### config.mk
export PLATFORM = sky130hd
export DESIGN_NAME = dlb_top
export DESIGN_NICKNAME = d
export VERILOG_FILES = /design/src/rtl/dlb_pkg.sv /design/src/rtl/dlb_shift.sv /design/src/rtl/dlb_top.sv
export SDC_FILE = /design/constraint.sdc
export NUM_CORES = 1
export LEC_CHECK = 0
export ABC_AREA = 1
export BUFFER_PORTS_ARGS = -buffer_cell sky130_fd_sc_hd__buf_4
export CAP_MARGIN = 10
export CORE_MARGIN = 2
export CORE_UTILIZATION = 30
export CTS_BUF_LIST = sky130_fd_sc_hd__clkbuf_4
export DETAILED_ROUTE_END_ITERATION = 10
export MAX_ROUTING_LAYER = met4
export PLACE_DENSITY = 0.48
export SYNTH_ARGS = -nofsm -noshare
export SYNTH_HDL_FRONTEND = slang
export SYNTH_SLANG_ARGS = --single-unit
export TNS_END_PERCENT = 1
### constraint.sdc
create_clock -name clk_sys -period 7.05 [get_ports clk_sys]
set_clock_uncertainty 0.2 [all_clocks]
set_input_delay 0 -clock clk_sys [delete_from_list [all_inputs] [get_ports clk_sys]]
set_output_delay 0 -clock clk_sys [all_outputs]
set_load 0.005 [all_outputs]
### src/rtl/dlb_pkg.sv
// Package for the deterministic latency bit-slip block.
// Assumes a single clk_sys domain; shared by all rtl files.
package dlb_pkg;
  // ----------------------------------------
  // Wishbone register map
  // ----------------------------------------
  localparam logic [7:0]  DLB_ADDR_CTRL   = 8'h00;
  localparam logic [7:0]  DLB_ADDR_STATUS = 8'h04;
  localparam logic [7:0]  DLB_ADDR_SLIP   = 8'h08;
  localparam logic [31:0] DLB_CTRL_RESET  = 32'h0000_0000;

  // CTRL field positions
  localparam int DLB_CTRL_DETLAT  = 0;
  localparam int DLB_CTRL_TXREG   = 1;
  localparam int DLB_CTRL_WIDE    = 2;
  localparam int DLB_CTRL_CODEC   = 3;
  localparam int DLB_CTRL_FBEN    = 4;
  localparam int DLB_CTRL_SLIPREQ = 8;
  localparam int DLB_CTRL_W       = 5;

  // ----------------------------------------
  // Datapath figures
  // ----------------------------------------
  localparam int          DLB_DW          = 20;
  localparam int          DLB_SW          = 5;
  localparam logic [4:0]  DLB_SLIP_MAX_N  = 5'h09;
  localparam logic [4:0]  DLB_SLIP_MAX_W  = 5'h13;
  localparam logic [4:0]  DLB_WIDE_BASE   = 5'h13;
  localparam logic [4:0]  DLB_SLIP_ZERO   = 5'h00;

  typedef enum logic [1:0] {
    DLB_RD_CTRL,
    DLB_RD_STATUS,
    DLB_RD_SLIP,
    DLB_RD_NONE
  } dlb_rsel_t;
endpackage

### src/rtl/dlb_shift.sv
// Bit-slip barrel stage used by both directions.
// Assumes shift amount already decoded to a raw bit count.
`timescale 1ns/1ps
module dlb_shift
  import dlb_pkg::*;
(
  input  wire logic [DLB_DW-1:0] cur_word,
  input  wire logic [DLB_DW-1:0] prev_word,
  input  wire logic [DLB_SW-1:0] amount,
  input  wire logic              wide,
  output logic      [DLB_DW-1:0] out_word
);
  logic [2*DLB_DW-1:0] joined;
  logic [2*DLB_DW-1:0] shifted;

  // Narrow mode uses only the low 10 bits of each word
  always_comb begin
    if (wide) begin
      joined = {cur_word, prev_word};
    end else begin
      joined = {20'h00000, cur_word[9:0], prev_word[9:0]};
    end
    shifted  = joined >> (wide ? (DLB_DW - 32'(amount)) : (10 - 32'(amount)));
    out_word = wide ? shifted[DLB_DW-1:0] : {10'h000, shifted[9:0]};
  end
endmodule // dlb_shift

### src/rtl/dlb_top.sv
// Deterministic latency bit-slip channel block with Wishbone control.
// Assumes all data ports are on clk_sys; fabric loops slip back.
//
// Local design decisions: the Wishbone register port and the register offsets.
`timescale 1ns/1ps
module dlb_top
  import dlb_pkg::*;
(
  input  wire logic              clk_sys,
  input  wire logic              srst,
  input  wire logic              wb_cyc_i,
  input  wire logic              wb_stb_i,
  input  wire logic              wb_we_i,
  input  wire logic [7:0]        wb_adr_i,
  input  wire logic [3:0]        wb_sel_i,
  input  wire logic [31:0]       wb_dat_i,
  output logic      [31:0]       wb_dat_o,
  output logic                   wb_ack_o,
  input  wire logic [DLB_DW-1:0] tx_word,
  output logic      [DLB_DW-1:0] tx_ser_word,
  input  wire logic [DLB_SW-1:0] tx_slip_sel,
  input  wire logic [DLB_DW-1:0] rx_ser_word,
  input  wire logic              rx_slip_req,
  output logic      [DLB_DW-1:0] rx_word,
  output logic      [DLB_SW-1:0] rx_slip_count,
  output logic                   tx_slip_en,
  output logic                   rx_fifo_reg_mode,
  output logic                   tx_fifo_reg_mode,
  output logic                   codec_bypass,
  output logic                   clock_multiplier_pll_fb_en
);
  // ----------------------------------------
  // Functions
  // ----------------------------------------
  // Encode raw slip bits for the port, and decode back
  function automatic logic [4:0] dlb_code(input logic [4:0] bits, input logic wide);
    dlb_code = wide ? 5'(DLB_WIDE_BASE - bits) : bits;
  endfunction

  function automatic logic [4:0] dlb_clip(input logic [4:0] bits, input logic wide);
    logic [4:0] lim;
    lim      = wide ? DLB_SLIP_MAX_W : DLB_SLIP_MAX_N;
    dlb_clip = (bits > lim) ? lim : bits;
  endfunction

  // ----------------------------------------
  // Control register and bus slave
  // ----------------------------------------
  logic [DLB_CTRL_W-1:0] ctrl_r, ctrl_nxt;
  logic                  ack_r, ack_nxt;
  logic [31:0]           rdat_r, rdat_nxt;
  logic                  width_err_r, width_err_nxt;
  logic                  sw_slip_r, sw_slip_nxt;
  logic                  bus_wr;
  logic                  detlat, wide_cfg;

  assign bus_wr   = wb_cyc_i && wb_stb_i && wb_we_i && !ack_r;
  assign detlat   = ctrl_r[DLB_CTRL_DETLAT];
  assign wide_cfg = ctrl_r[DLB_CTRL_WIDE] && detlat;

  always_comb begin
    ctrl_nxt      = ctrl_r;
    width_err_nxt = width_err_r;
    sw_slip_nxt   = 1'b0;
    ack_nxt       = wb_cyc_i && wb_stb_i && !ack_r;
    rdat_nxt      = 32'h0000_0000;
    if (bus_wr && wb_adr_i == DLB_ADDR_CTRL) begin
      if (wb_sel_i[0]) begin
        ctrl_nxt = wb_dat_i[DLB_CTRL_W-1:0];
        // Wide width refused outside deterministic mode
        if (wb_dat_i[DLB_CTRL_WIDE] && !wb_dat_i[DLB_CTRL_DETLAT]) begin
          ctrl_nxt[DLB_CTRL_WIDE] = 1'b0;
          width_err_nxt           = 1'b1;
        end
      end
      if (wb_sel_i[1]) begin
        sw_slip_nxt = wb_dat_i[DLB_CTRL_SLIPREQ];
      end
    end
    if (bus_wr && wb_adr_i == DLB_ADDR_STATUS && wb_sel_i[0] && wb_dat_i[0]) begin
      width_err_nxt = 1'b0;
    end
    case (wb_adr_i)
      DLB_ADDR_CTRL:   rdat_nxt = {27'h0, ctrl_r};
      DLB_ADDR_STATUS: rdat_nxt = {31'h0, width_err_r};
      DLB_ADDR_SLIP:   rdat_nxt = {19'h0, tx_slip_sel, 3'h0, rx_slip_count};
      default:         rdat_nxt = 32'h0000_0000;
    endcase
  end

  always_ff @(posedge clk_sys) begin
    if (srst) begin
      ctrl_r      <= DLB_CTRL_RESET[DLB_CTRL_W-1:0];
      ack_r       <= 1'b0;
      rdat_r      <= 32'h0000_0000;
      width_err_r <= 1'b0;
      sw_slip_r   <= 1'b0;
    end else begin
      ctrl_r      <= ctrl_nxt;
      ack_r       <= ack_nxt;
      rdat_r      <= rdat_nxt;
      width_err_r <= width_err_nxt;
      sw_slip_r   <= sw_slip_nxt;
    end
  end

  assign wb_ack_o = ack_r;
  assign wb_dat_o = rdat_r;

  // ----------------------------------------
  // Mode outputs
  // ----------------------------------------
  logic [4:0] mode_r, mode_nxt;

  always_comb begin
    mode_nxt[0] = detlat;
    mode_nxt[1] = detlat;
    mode_nxt[2] = detlat && ctrl_r[DLB_CTRL_TXREG];
    mode_nxt[3] = detlat && !ctrl_r[DLB_CTRL_CODEC];
    mode_nxt[4] = detlat && ctrl_r[DLB_CTRL_FBEN];
  end

  always_ff @(posedge clk_sys) begin
    if (srst) begin
      mode_r <= 5'h00;
    end else begin
      mode_r <= mode_nxt;
    end
  end

  assign tx_slip_en                 = mode_r[0];
  assign rx_fifo_reg_mode           = mode_r[1];
  assign tx_fifo_reg_mode           = mode_r[2];
  assign codec_bypass               = mode_r[3];
  assign clock_multiplier_pll_fb_en = mode_r[4];

  // ----------------------------------------
  // Receive word aligner
  // ----------------------------------------
  logic [DLB_DW-1:0] rx_s1_r, rx_s2_r, rx_prev_r, rx_prev_nxt;
  logic              req_s1_r, req_s2_r, req_d_r;
  logic [4:0]        rx_bits_r, rx_bits_nxt;
  logic [DLB_DW-1:0] rx_al, rx_word_r, rx_word_nxt;
  logic [4:0]        rx_cnt_r, rx_cnt_nxt;
  logic              slip_ev;

  assign slip_ev = (req_s2_r && !req_d_r) || sw_slip_r;

  always_comb begin
    rx_prev_nxt = rx_s2_r;
    rx_bits_nxt = dlb_clip(rx_bits_r, wide_cfg);
    if (slip_ev) begin
      rx_bits_nxt = (rx_bits_r >= (wide_cfg ? DLB_SLIP_MAX_W : DLB_SLIP_MAX_N))
                    ? DLB_SLIP_ZERO : 5'(rx_bits_r + 5'h01);
    end
    rx_cnt_nxt  = dlb_code(rx_bits_r, wide_cfg);
    rx_word_nxt = rx_al;
  end

  dlb_shift u_rx_shift (
    .cur_word  (rx_s2_r),
    .prev_word (rx_prev_r),
    .amount    (rx_bits_r),
    .wide      (wide_cfg),
    .out_word  (rx_al)
  );

  always_ff @(posedge clk_sys) begin
    if (srst) begin
      rx_s1_r   <= '0;
      rx_s2_r   <= '0;
      rx_prev_r <= '0;
      req_s1_r  <= 1'b0;
      req_s2_r  <= 1'b0;
      req_d_r   <= 1'b0;
      rx_bits_r <= DLB_SLIP_ZERO;
      rx_cnt_r  <= DLB_SLIP_ZERO;
      rx_word_r <= '0;
    end else begin
      rx_s1_r   <= rx_ser_word;
      rx_s2_r   <= rx_s1_r;
      rx_prev_r <= rx_prev_nxt;
      req_s1_r  <= rx_slip_req;
      req_s2_r  <= req_s1_r;
      req_d_r   <= req_s2_r;
      rx_bits_r <= rx_bits_nxt;
      rx_cnt_r  <= rx_cnt_nxt;
      rx_word_r <= rx_word_nxt;
    end
  end

  assign rx_slip_count = rx_cnt_r;
  assign rx_word       = rx_word_r;

  // ----------------------------------------
  // Transmit bit-slip stage
  // ----------------------------------------
  logic [DLB_DW-1:0] tx_fifo_r, tx_fifo_nxt, tx_prev_r, tx_sl, tx_out_r, tx_out_nxt;
  logic [4:0]        tx_bits;

  // Same encoding as receive: undo the wide offset
  assign tx_bits = dlb_clip(dlb_code(tx_slip_sel, wide_cfg), wide_cfg);

  dlb_shift u_tx_shift (
    .cur_word  (tx_fifo_r),
    .prev_word (tx_prev_r),
    .amount    (tx_slip_en ? tx_bits : DLB_SLIP_ZERO),
    .wide      (wide_cfg),
    .out_word  (tx_sl)
  );

  always_comb begin
    tx_fifo_nxt = tx_word;
    tx_out_nxt  = tx_sl;
  end

  always_ff @(posedge clk_sys) begin
    if (srst) begin
      tx_fifo_r <= '0;
      tx_prev_r <= '0;
      tx_out_r  <= '0;
    end else begin
      tx_fifo_r <= tx_fifo_nxt;
      tx_prev_r <= tx_fifo_r;
      tx_out_r  <= tx_out_nxt;
    end
  end

  assign tx_ser_word = tx_out_r;
endmodule // dlb_top

# After elaboration in Yosys (flattened, before gate mapping)
# Cells that the tools add are included.
# word_totals
regBits	198
latch_bits	0
mem_bits_rw	0
romBits	0
input_bits	95
output_inout_bits	83
elab_cells	77
memories	0
# classes
add_sub_neg	7
n_mul	0
div	0
n_lt_le_gt_ge	3
eq_ne	2
shift	2
n_mux	14
n_bitwise	3
reduce_logical	26
# ops
operator	n
$mux W40	2
$shr A40 B32 Y20	2
$mux W32	2
$mux W5	8
$pmux W13 S3	1
$logic_and A1 B1 Y1	14
$sub A4 B5 Y6 const A	2
$sub A5 B5 Y6 const A	2
$gt A5 B5 Y1	2
$sub A5 B5 Y5 const A	2
$eq A8 B3 Y1 const B	1
$eq A8 B4 Y1 const B	1
$logic_not A8 Y1	1
$add A5 B1 Y5 const B	1
$ge A5 B5 Y1	1
$logic_not A1 Y1	4
$reduce_or A2 Y1	2
$not A1 Y1	3
$reduce_and A3 Y1	1
$reduce_or A3 Y1	1
$reduce_and A2 Y1	1
$reduce_bool A2 Y1	1
$logic_or A1 B1 Y1	1
$mux W1	1

# Longest topological paths before layout
# logic_depth
depth_word	8
ltp_mapped	26
depth_no_buf	25

# By module
# From an unflattened synthesis, not the netlist that was laid out.
# unflattened
cells_unflattened	1822
area_unflattened_um2	10995.5
# modules_own_cells
module	instances	cells_each	area_per_inst_um2	seq_area_each_um2
dlb_top	1	674	5729.2	3503.4
dlb_shift at u_rx_shift	1	575	2635.0	0.0
dlb_shift at u_tx_shift	1	573	2631.3	0.0

# Least setup slack after synthesis
# Ideal clock, no wire load.
# synth_timing
kind	register to register
startpoint	register ctrl_r[0]
endpoint	register tx_out_r[4] (netlist: tx_ser_word[4])
setup_time_ns	0.071
arrival_time_ns	3.018
required_time_ns	6.779
slack_ns	3.761
path_stages_with_launch	20
n_path_buf	4
period_less_slack_ns	3.289
path_cell_list	dfxtp_1 nand2_2 buf_6 clkbuf_1 o21ai_0 nand2_1 o211ai_1 ha_1 nand2_1 nor2_1 clkbuf_1 clkbuf_1 o211ai_1 nand3_1 nand3_1 nand2_1 nand2_1 nand2_1 nand2_1 a21oi_1
# synth_between
elab_chain_len	8
elab_cells_between_ends	11
cone_classes	add/sub (2); order compare (1); shift (1); mux (6); reduce/logical (1)
# synth_lines
item	line_no	text
start, declared	dlb_top.sv:49	logic [DLB_CTRL_W-1:0] ctrl_r, ctrl_nxt;
start signal, assigned	dlb_top.sv:93	ctrl_r <= DLB_CTRL_RESET[DLB_CTRL_W-1:0];
start signal, assigned	dlb_top.sv:99	ctrl_r <= ctrl_nxt;
$logic_and A1 B1 Y1 *	dlb_top.sv:59	assign wide_cfg = ctrl_r[DLB_CTRL_WIDE] && detlat;
$mux W5, on equally long branches	dlb_top.sv:37, dlb_top.sv:42	
$gt A5 B5 Y1	dlb_top.sv:43	dlb_clip = (bits > lim) ? lim : bits;
$mux W5	dlb_top.sv:43	
$mux W5	dlb_top.sv:207	.amount (tx_slip_en ? tx_bits : DLB_SLIP_ZERO),
$sub A4 B5 Y6 / $sub A5 B5 Y6 (equally long branches)	dlb_shift.sv:23	shifted = joined >> (wide ? (DLB_DW - 32'(amount)) : (10 - 32'(amount)));
$mux W32	dlb_shift.sv:23	
$shr A40 B32 Y20 *	dlb_shift.sv:23	
end signal, assigned	dlb_top.sv:225	tx_out_r <= tx_out_nxt;
end, declared	dlb_top.sv:198	logic [DLB_DW-1:0] tx_fifo_r, tx_fifo_nxt, tx_prev_r, tx_sl, tx_out_r, tx_out_nxt;
# Every way passes the cells marked *; elsewhere a longest branch is shown, timed or not.
# A chain may end at the register's enable or synchronous reset.

# Worst setup path after layout
# layout_timing
startpoint	register ctrl_r[2]
endpoint	register tx_out_r[13] (netlist: tx_ser_word[13])
# layout_between
elab_chain_len	8
elab_cells_between_ends	13
cone_classes	add/sub (2); order compare (1); shift (1); mux (6); bitwise (1); reduce/logical (2)
# layout_lines
item	line_no
$logic_and A1 B1 Y1 *	dlb_top.sv:59
$mux W5, on equally long branches	dlb_top.sv:37, dlb_top.sv:42
$gt A5 B5 Y1	dlb_top.sv:43
$mux W5	dlb_top.sv:43
$mux W5	dlb_top.sv:207
$sub A4 B5 Y6 / $sub A5 B5 Y6 (equally long branches)	dlb_shift.sv:23
$mux W32	dlb_shift.sv:23
$shr A40 B32 Y20	dlb_shift.sv:23
# Marked as above.

==> impl_metrics.tcl <==
set metrics [dict create \
    maxSlewViolCount 0 \
    dpl-instance-area_mm2 0.0114 \
    io_pins 178 \
    cts_hold_repair.buffers 152 \
    path_max_fanout 51 \
    utilization_pct 39.3 \
    clock-root-buffer "clkbuf_4" \
    worst_ep_required_time_ps 7390 \
    synth_edf_count 0 \
    place_hpwl_um 24500 \
    finalHoldViolCount 0 \
    synth.cell_area_mm2 0.0102 \
    ctsResizeCount 0 \
    syn_inst 1606 \
    core_mm2 0.0336 \
    cts_setup_buffers 0 \
    fmax_mhz 187 \
    vias_per_cell 4.94 \
    globalplace.congestion 0.838 \
    clock_latency_ps 610 \
    maxSlewHeadroom_pct 25.3 \
    path_clk_slew_ps 180 \
    outcome "finished clean" \
    io_buffers 127 \
    remaining_drc_errors 0 \
    yosysSeqAreaShare_pct 34.2 \
    ys_ff_latch 175 \
    cts_tree "yes" \
    grt_pass1_wl_um 56600 \
    drt_iter0_drc 939 \
    maxCapViolCount 0 \
    routed_wl_um 35100 \
    yosys_most_used_dff "dfxtp_1" \
    area_growth_pct 29.1 \
    p_leak_nw 6.07 \
    fin_area_mm2 0.0132 \
    die_w_um 189 \
    synth-async-reset-ratio_pct 0 \
    grt_max_degree 65 \
    grtUsageTotal_pct 20.4 \
    finalSetupViolations 0 \
    period_share_pct 75.8 \
    layout-drive-gt1-share_pct 11.1 \
    fin_nets 1930 \
    wire_per_inst_um 15.4 \
    period_needed_ps 5340 \
    first_pass_iters 6 \
    grt_setup_unrepaired "false" \
    final_cell_mix "nand3_1 (485), nand2_1 (283), dfxtp_1 (175)" \
    syn_avg_cell_area_um2 6.38 \
    cts_max_path_buffers 2 \
    antenna_found_initial 1 \
    h-tree-depth 4 \
    irDropWorstVdd_v 0.000252 \
    fp.dieH_um 189 \
    cp.arrival_ps 5690 \
    holdCritPathClass "primary input to flip-flop" \
    rows 67 \
    finalSetupTns_ps 0 \
    ys_types 48 \
    end_kind "flip-flop" \
    routed-via-count 11300 \
    worst_pin_slew_ps 1120 \
    pwr_density_cell_mw_per_mm2 263 \
    cts_buffers 17 \
    fill_cells 3683 \
    grt_pass1_vias 10400 \
    cts_num_sinks 175 \
    critPathLaunchType "flip-flop" \
    yosysWarningCount 0 \
    layout_commonest_cell "nand3_1" \
    timing.setup.critical_path_class "flip-flop to flip-flop" \
    drtAntennaViolNets 0 \
    grt_overflow 0 \
    die_area_mm2 0.0356 \
    start_util_pct 30.5 \
]
## worst max-delay path, cell delays in order (launching register included)
cell,delay (ps)
dfxtp_1,480
nand2_2,560
inv_2,900
nand3_1,170
ha_1,400
nand2_1,100
nor2_1,110
buf_4,330
nand2_1,110
nand2_2,720
nand2_1,430
inv_1,250
nand2_1,250
a21oi_1,240
## registers in the layout, summed over array words and instances (netlist names)
name and count:
wb_ack_o 1, rx_bits_r 5, req_s1_r 1, rx_word 20
sw_slip_r 1, rx_s1_r 20, tx_ser_word 20, tx_prev_r 20
mode_r 4, rx_prev_r 20, tx_fifo_r 20, ctrl_r 5
req_d_r 1, req_s2_r 1, rx_prev_nxt 20, rx_slip_count 5
wb_dat_o 10, width_err_r 1
## per-stage QoR
step	cells	hold WS (ps)	setup WS, ps	power, mW
detailed placement	2097	6.30	1790	2.77
floorplan	1627	-93.0	3760	2.34
global route	2283	171	1200	3.78
global placement	2097	1.15	1770	2.78
CTS	2281	135	1740	3.49
finish	2283	180	1710	3.48
## synthesized netlist by cell type (3+ instances only)
cell      instances  area share, %
a21oi_1          68            3.3
buf_1            13           0.48
buf_2            29            1.4
buf_4            27            2.0
buf_6             4           0.44
clkbuf_1         49            1.8
dfxtp_1         175             34
ha_1             13            1.6
inv_1           162            5.9
inv_2             5           0.18
nand2_1         283             10
nand2_2           5           0.31
nand3_1         485             24
nor2_1          169            6.2
nor2_2            3           0.18
nor3_1            8           0.39
o211ai_1         30            2.2
o21ai_0          37            1.8
xnor2_1           3           0.26
xor2_1            6           0.51
## area by class of cell
class,instances,area (um2),share of cell area [%]
Multi-Input combinational cell,1162,5590,42.3
Clock buffer,17,128,0.965
Inverter,168,631,4.77
Sequential cell,175,3500,26.5
Tap cell,448,561,4.24
Antenna cell,1,2.50,0.0189
Timing Repair Buffer,297,2610,19.7
Clock inverter,15,193,1.46
## cell families (layout without fill, tap and decap cells)
logic type      Yosys count  after routing  share of synthesized area (%)
buf+inv                 290            497                           12.3
xor+xnor                 11             11                           1.09
simple gates            964            964                           42.0
other cells               1             23                         0.0366
fa+ha+maj                14             14                           1.78
flops                   175            175                           34.2
compound gates          151            151                           8.58
## final timing paths
kind                   start              end  slack, ps  cells after the start
setup / recovery   ctrl_r[2]  tx_ser_word[13]       1710                     13
hold reg to reg   rx_s1_r[5]   rx_prev_nxt[5]        210                      2
setup reg to reg   ctrl_r[2]  tx_ser_word[13]       1710                     13
hold / removal       wb_we_i        sw_slip_r        180                      5
## where the power goes
group	total [mW]	switching, mW	leakage (nW)	internal, mW
combinational	1.76	1.18	4.46	0.575
sequential	1.08	0.0303	1.43	1.05
clock	0.643	0.441	0.171	0.202
total	3.48	1.66	6.07	1.82
## routing by layer
metal | vias to the layer above | track usage [%] | part of all wire (%)
li1 | 5676 | - | -
met1 | 5181 | 29.2 | 48
met2 | 393 | 30.5 | 44
met3 | 34 | 2.63 | 6.0
met4 | 0 | 4.66 | 1.1
met5 | - | - | 0
No activity file was read; power rests on OpenSTA's default activity.
